$ cat src/inc/sspb_params.svh
/*
  register offsets, field positions, reset values and codes for the
  switch status and power budget register group.
  assumes inclusion by bare name from design files.
*/
`ifndef SSPB_PARAMS_SVH
`define SSPB_PARAMS_SVH

`define SSPB_ADDR_W          12
`define SSPB_OFF_BUDGET_BASE 12'h300
`define SSPB_OFF_SEL         12'h284
`define SSPB_OFF_BUDGET_DATA 12'h288
`define SSPB_OFF_STATUS      12'h328
`define SSPB_OFF_CONTROL     12'h32C
`define SSPB_NUM_WORDS       10
`define SSPB_SEL_MAX         8'h09
`define SSPB_MODE_LSB        0
`define SSPB_CCLK_DS_BIT     5
`define SSPB_CCLK_US_BIT     6
`define SSPB_HOLD_BIT        9
`define SSPB_LOCK_LSB        20
`define SSPB_MARKER_LSB      28
`define SSPB_CTL_UNLOCK_BIT  3
`define SSPB_CTL_BUDGET_BIT  4
`define SSPB_MARKER_RST      4'h0
`define SSPB_LOCK_RST        3'h0

`endif

$ cat src/inc/sspb_pkg.sv
/*
  types for the switch status and power budget register group.
  assumes the params header is available on the include path.
*/
package sspb_pkg;

  // register port request as one bundle
  typedef struct packed {
    logic [11:0] addr;
    logic [31:0] wdata;
    logic        wr;
    logic        rd;
  } sspb_req_type;

  // strap levels captured at fundamental reset
  typedef struct packed {
    logic [2:0] mode;
    logic       cclk_ds;
    logic       cclk_us;
    logic       hold;
  } sspb_strap_type;

  // upstream lock state codes
  typedef enum logic [2:0] {
    SSPB_UNLOCKED = 3'h0,
    SSPB_LOCK_P2  = 3'h2,
    SSPB_LOCK_P3  = 3'h3,
    SSPB_LOCK_P4  = 3'h4
  } sspb_lock_type;

  // strap capture sequencing
  typedef enum logic [1:0] {
    SSPB_CAPTURE,
    SSPB_RUN
  } sspb_state_type;

endpackage

$ cat src/sspb_word.sv
/*
  one sticky 32-bit budget word with gated write.
  assumes it is clocked by the core clock and never reset.
*/
`timescale 1ns/1ns
module sspb_word
  import sspb_pkg::*;
(
  input  wire logic        clock,
  input  wire logic        we,
  input  wire logic [31:0] wdata,
  output logic      [31:0] q
);

  logic [31:0] q_r;
  logic [31:0] q_nxt;

  // hold unless enabled write
  always_comb begin
    q_nxt = we ? wdata : q_r;
  end

  // no reset: contents undefined at power-up, kept over hot reset
  always_ff @(posedge clock) begin
    q_r <= q_nxt;
  end

  assign q = q_r;

endmodule

$ cat src/sspb_regs.sv
/*
  switch status and power budget data value register group.
  assumes one core clock, rst_n is the fundamental reset, hot_rst_n a
  synchronous hot reset, straps and lock state synchronous inputs.
  budget words have no reset and read unknown until software writes them.
  the register unlock bit is plain writable; no set during reset here.
*/
// Local design decision: the plain strobed port.
// Contract
// - each budget word holds one full 32-bit power budget data word
// - budget word writes accepted only while budget unlock bit is set
// - mode field reports strapped mode; 0 normal, 1 with eeprom
// - downstream common clock bit returns strap caught at fund reset
// - upstream common clock bit returns strap caught at fund reset
// - reset hold bit returns strap caught at fund reset
// - lock field shows upstream lock state, resets to zero
// - marker field resets to zero, sticky, survives hot reset
// - budget unlock bit lives in control register bit 4
// - with register unlock clear, protected fields incl. marker read-only
// - data read returns word picked by select; above 9 gives zero
`timescale 1ns/1ns
`include "sspb_params.svh"
module sspb_regs
  import sspb_pkg::*;
(
  input  wire logic           clock,
  input  wire logic           rst_n,
  input  wire logic           hot_rst_n,
  input  wire sspb_req_type   req,
  output logic         [31:0] rdata,
  input  wire sspb_strap_type straps,
  input  wire logic     [2:0] upstream_lock_state,
  output logic                budget_value_unlock,
  output logic                protected_write_unlock
);

  // strap capture sequencing
  sspb_state_type state_r;
  sspb_state_type state_nxt;
  sspb_strap_type strap_r;
  sspb_strap_type strap_nxt;

  // lock mirror and sticky control fields
  logic [2:0]     lock_r;
  logic [2:0]     lock_nxt;
  logic [3:0]     marker_r;
  logic [3:0]     marker_nxt;
  logic           unl_r;
  logic           unl_nxt;
  logic           bunl_r;
  logic           bunl_nxt;

  // select and read path
  logic [7:0]     sel_r;
  logic [7:0]     sel_nxt;
  logic [31:0]    rdata_r;
  logic [31:0]    rdata_nxt;

  // budget storage and status view
  logic [31:0]    words [`SSPB_NUM_WORDS];
  logic [`SSPB_NUM_WORDS-1:0] word_we;
  logic [31:0]    status_w;

  // storage for each budget word, no reset by design
  genvar gi;
  generate
    for (gi = 0; gi < `SSPB_NUM_WORDS; gi++) begin : g_word
      sspb_word u_word (
        .clock (clock),
        .we    (word_we[gi]),
        .wdata (req.wdata),
        .q     (words[gi])
      );
    end
  endgenerate

  // write decode for budget words, gated by budget unlock
  // words have no reset, so both resets must mask writes here
  always_comb begin
    for (int i = 0; i < `SSPB_NUM_WORDS; i++) begin
      word_we[i] = req.wr && rst_n && hot_rst_n && bunl_r &&
        (req.addr == (`SSPB_OFF_BUDGET_BASE + 12'(4 * i)));
    end
  end

  // status word assembly; unused positions stay zero
  always_comb begin
    status_w = 32'h0;
    status_w[`SSPB_MODE_LSB +: 3] = strap_r.mode;
    status_w[`SSPB_CCLK_DS_BIT]   = strap_r.cclk_ds;
    status_w[`SSPB_CCLK_US_BIT]   = strap_r.cclk_us;
    status_w[`SSPB_HOLD_BIT]      = strap_r.hold;
    status_w[`SSPB_LOCK_LSB +: 3] = lock_r;
    status_w[`SSPB_MARKER_LSB +: 4] = marker_r;
  end

  // straps sampled one clock after release, not by the async path
  always_comb begin
    state_nxt = state_r;
    strap_nxt = strap_r;
    case (state_r)
      SSPB_CAPTURE: begin
        // single capture; later strap moves never reach the status
        strap_nxt = straps;
        state_nxt = SSPB_RUN;
      end
      SSPB_RUN: begin
        state_nxt = SSPB_RUN;
      end
      default: begin
        state_nxt = SSPB_CAPTURE;
      end
    endcase
  end

  // control, marker, select and lock mirror
  always_comb begin
    lock_nxt   = upstream_lock_state;
    marker_nxt = marker_r;
    unl_nxt    = unl_r;
    bunl_nxt   = bunl_r;
    sel_nxt    = sel_r;
    if (!hot_rst_n) begin
      // hot reset drops lock view and select, spares sticky bits
      lock_nxt = `SSPB_LOCK_RST;
      sel_nxt  = 8'h00;
    end else if (req.wr) begin
      case (req.addr)
        `SSPB_OFF_STATUS: begin
          // only the marker takes writes; other status bits are fixed
          if (unl_r) begin
            marker_nxt = req.wdata[`SSPB_MARKER_LSB +: 4];
          end
        end
        `SSPB_OFF_CONTROL: begin
          // register unlock is plain writable, not itself protected
          unl_nxt = req.wdata[`SSPB_CTL_UNLOCK_BIT];
          if (unl_r) begin
            bunl_nxt = req.wdata[`SSPB_CTL_BUDGET_BIT];
          end
        end
        `SSPB_OFF_SEL: begin
          sel_nxt = req.wdata[7:0];
        end
        default: begin
          sel_nxt = sel_r;
        end
      endcase
    end
  end

  // read mux, answer one cycle after strobe, zero elsewhere
  always_comb begin
    rdata_nxt = 32'h0;
    if (req.rd && hot_rst_n) begin // hot reset swallows reads
      if (req.addr == `SSPB_OFF_STATUS) begin
        rdata_nxt = status_w;
      end else if (req.addr == `SSPB_OFF_CONTROL) begin
        rdata_nxt[`SSPB_CTL_UNLOCK_BIT] = unl_r;
        rdata_nxt[`SSPB_CTL_BUDGET_BIT] = bunl_r;
      end else if (req.addr == `SSPB_OFF_SEL) begin
        rdata_nxt[7:0] = sel_r;
      end else if (req.addr == `SSPB_OFF_BUDGET_DATA) begin
        // select past the last word answers zero
        if (sel_r <= `SSPB_SEL_MAX) begin
          rdata_nxt = words[sel_r[3:0]];
        end
      end else begin
        // direct word window, readable whatever the unlock state
        for (int i = 0; i < `SSPB_NUM_WORDS; i++) begin
          if (req.addr == (`SSPB_OFF_BUDGET_BASE + 12'(4 * i))) begin
            rdata_nxt = words[i];
          end
        end
      end
    end
  end

  // strap group: fundamental reset only, hot reset has no effect
  always_ff @(posedge clock) begin
    if (!rst_n) begin
      state_r <= SSPB_CAPTURE;
      strap_r <= '0;
    end else begin
      state_r <= state_nxt;
      strap_r <= strap_nxt;
    end
  end

  // control group: sticky bits cleared by fundamental reset only
  always_ff @(posedge clock) begin
    if (!rst_n) begin
      lock_r   <= `SSPB_LOCK_RST;
      marker_r <= `SSPB_MARKER_RST;
      unl_r    <= 1'b0;
      bunl_r   <= 1'b0;
      sel_r    <= 8'h00;
    end else begin
      lock_r   <= lock_nxt;
      marker_r <= marker_nxt;
      unl_r    <= unl_nxt;
      bunl_r   <= bunl_nxt;
      sel_r    <= sel_nxt;
    end
  end

  // read register: zero outside the answer cycle
  always_ff @(posedge clock) begin
    if (!rst_n) begin
      rdata_r <= 32'h0;
    end else begin
      rdata_r <= rdata_nxt;
    end
  end

  // outputs straight from their flops
  assign rdata                  = rdata_r;
  assign budget_value_unlock    = bunl_r;
  assign protected_write_unlock = unl_r;

endmodule

$ cat config.mk
export PLATFORM = sky130hd
export DESIGN_NAME = sspb_regs
export DESIGN_NICKNAME = d
export VERILOG_FILES = /design/src/inc/sspb_pkg.sv /design/src/sspb_word.sv /design/src/sspb_regs.sv
export VERILOG_INCLUDE_DIRS = /design/src /design/src/inc
export SDC_FILE = /design/constraint.sdc
export NUM_CORES = 1
export LEC_CHECK = 0
export BUFFER_PORTS_ARGS = -buffer_cell sky130_fd_sc_hd__buf_2
export CAP_MARGIN = 10
export CORE_MARGIN = 5
export CORE_UTILIZATION = 60
export DETAILED_ROUTE_END_ITERATION = 7
export GPL_TIMING_DRIVEN = 0
export PLACE_DENSITY = 0.78
export SETUP_SLACK_MARGIN = 0.05
export SYNTH_ARGS = -nofsm -noshare
export SYNTH_HDL_FRONTEND = slang
export SYNTH_SLANG_ARGS = --single-unit
$ cat constraint.sdc
create_clock -name clock -period 9.3 [get_ports clock]
set_input_delay 1.86 -clock clock [delete_from_list [all_inputs] [get_ports clock]]
set_output_delay 1.86 -clock clock [all_outputs]
set_load 0.02 [all_outputs]
==> flow_summary.ini <==
[run_status]
status = complete, but fails checks
violations = DRC

[cts]
cts_resized = 0
cts_made_buffers = 39
clock_path_buffers = 3
clkSlewWorstSetupHoldPaths_ps = 60
cts_setup_buffers = 0
cts-root-buf = clkbuf_16
hold_buffers = 0
insertion_delay_ps = 540
htree_levels = 2
cts.sinks = 376
cts_tree = yes

[place]
portBuffers = 90
preCtsSetupSlack_ps = 3614
place_congestion = 1.014
dp_hpwl_um = 42970

[setup_path]
critical_path_class = input port to flip-flop
start_kind = input port
worst_setup_path_end_kind = flip-flop
crit_arrival_ps = 5610
r2r-start = sel_r[2]
critPathRequiredTime_ps = 9530
cp_max_fo = 20
startpoint = req[40]

[sta]
finalWorstSetupSlack_ps = 3916
rsz0062_at_grt = no
finalCritPeriodShare_pct = 57.89
hold_viol = 0
min_period_ps = 5384
clock_skew_ps = 14.45
maxSlewViolCount = 0
tightest_slew_ps = 1181
fmax_mhz = 185.7
setup_viol = 0
tns_ps = 0
relSlewSlack_pct = 20.98

[synthesis]
synth_warnings = 0
synth_cell_types = 80
postSynthCellCount = 1309
yosysTopAreaCellShare_pct = 53.97
synth-edff-count = 320
synthTopCellsByArea = edfxtp_1 54%, mux4_2 8.2%, dfxtp_1 6.3%, mux2i_1 4.8%, a21oi_1 2.1%
yosys.area.top_type = edfxtp_1
avgSynthCellArea_sq_um = 13.60
syn_nets = 1367
yosysSeqAreaShare_pct = 60.26
ys_ff_latch = 376
synthArstFlopShare_pct = 0
syn_area_sq_um = 17810
ys.flop_type = edfxtp_1

[power_and_ir_drop]
internal_power_w = 0.002809
p_sw_w = 0.0007681
switching_share_pct = 21.47
seqPwrFrac_pct = 51.1
clockPowerShare_pct = 44.3
comb_power_share_pct = 4.6
p_leak_nw = 6.642
ir_drop_v = 0.0001546
power.total_w = 0.003577
p_per_area_nw_per_um2 = 175.6

[detailed_routing]
dr.pass1.iters = 8
drtIter0Drc = 3207
dr_total_vias = 14373
drc_errors = 7
routed_wl_um = 65710
via_per_inst = 7.657
drtAntennaViolNets = 0
wl_per_cell_um = 35.01

[finish]
multi_input_area_sq_um = 6641
fin_util_pct = 69.12
final_common_cell = edfxtp_1
seq_area_sq_um = 10730
fin_nets = 1514
drive_gt1_share_pct = 25.25
fillers = 2047
syn_to_final_growth_pct = 14.43
mostFrequentLayoutCells = 320 x edfxtp_1, 140 x buf_2, 86 x mux2i_1, 79 x nor2_1

[floorplanning]
pin_count = 92
dieWidth_um = 182.3
die-area_sq_um = 33220
start_util_pct = 60.40
chipHeight_um = 182.3
rows = 63
fp.coreArea_sq_um = 29480

[grt]
grt_pass1_vias = 14273
grt_start_max_net_pins = 23
track_usage_pct = 38.57
antenna_found_initial = 4
grt_overflow_total = 0
grt_pass1_wl_um = 92950

[flow_run]
drv_cap = 0

[worst_hold_path]
hold_start = marker_r[2]
hold_class = flip-flop to flip-flop
==> cells in the mapped netlist (all sizes together) (3+ instances only) <==
cell type,number
a2111oi,6
a211oi,11
a21o,6
a21oi,76
a221oi,11
a22o,12
a22oi,16
a2bb2oi,3
a31o,4
a31oi,12
and2,3
and3,13
buf,68
clkbuf,27
dfxtp,56
edfxtp,320
inv,6
mux2,29
mux2i,86
mux4,65
nand2,78
nand2b,11
nand3,41
nand3b,4
nand4,6
nor2,94
nor2b,30
nor3,8
nor3b,3
nor4,6
nor4b,6
o211ai,7
o21a,3
o21ai,69
o221ai,16
o22ai,41
o311ai,3
o31ai,9
o32ai,4
o41ai,4
or2,6
or3b,5
or4,3
or4b,4
==> metal layers <==
layer,vias to the layer above,global-route usage [%],wire length (um)
met1,6833,47.94,21200
li1,5513,-,-
met4,2,25.73,5653
met5,-,0,13
met3,471,15.71,11460
met2,1554,55.68,27380
==> path summary, 6_finish.rpt <==
kind | cells after the start | slack, ps | to
hold reg to reg | 2 | 460 | rdata[30]
hold / removal | 2 | 460 | rdata[30]
setup reg to reg | 7 | 5900 | rdata[24]
setup / recovery | 9 | 3920 | g_word[0].u_word.q[28]
==> power groups by stage <==
stage,Combinational [W],Sequential (W),Clock [W]
after floorplan,0.0000728,0.00187,0
after detailed placement,0.000151,0.00187,0
after global placement,0.000147,0.00187,0
after global routing,0.000165,0.00183,0.00165
after CTS,0.000152,0.00183,0.00158
final,0.000164,0.00183,0.00158
==> worst max-delay path, cell delays in order <==
cell      delay, ps
buf_2           120
nor4b_4         570
nand2_1         330
clkbuf_1        440
clkbuf_1        530
nor2_1          280
nand2_1         280
nor2_4          900
buf_16          260
==> state kept, by name, summed over array words and instances, names as in the netlist <==
signal                  count
rdata                      32
sel_r                       8
state_r                     1
budget_value_unlock         1
protected_write_unlock      1
status_w                    6
marker_r                    4
lock_r                      3
g_word.u_word.q           320
==> logic make-up after synthesis <==
kind of cell           count (synthesis)  synth area share (%)
multiplexers                         180                 14.89
AO/OA/AOI/OAI                        326                 12.09
AND/OR/NAND/NOR                      326                 9.908
buffers and inverters                101                 2.853
flip-flops                           376                 60.26
==> layout make-up <==
cell class                      instances  share of cell area, %
Inverter                                6                 0.1105
Antenna cell                            2                0.02456
Timing Repair Buffer                  106                  3.469
Tap cell                              390                  2.395
Sequential cell                       376                  52.66
Clock buffer                           47                  5.293
Clock inverter                         23                  1.068
Multi-Input combinational cell        832                  32.59
Buffer                                 95                  2.383
==> metrics by stage <==
step | instances | instance area, sq um | hold slack [ps]
finish | 1877 | 20380 | 458.6
global route | 1877 | 20380 | 493.2
CTS | 1875 | 20370 | 463.2
detailed placement | 1805 | 19070 | 449.7
global placement | 1789 | 18740 | 443.9
floorplan | 1309 | 17810 | 401.4
Power figures use the tool's default switching activity.
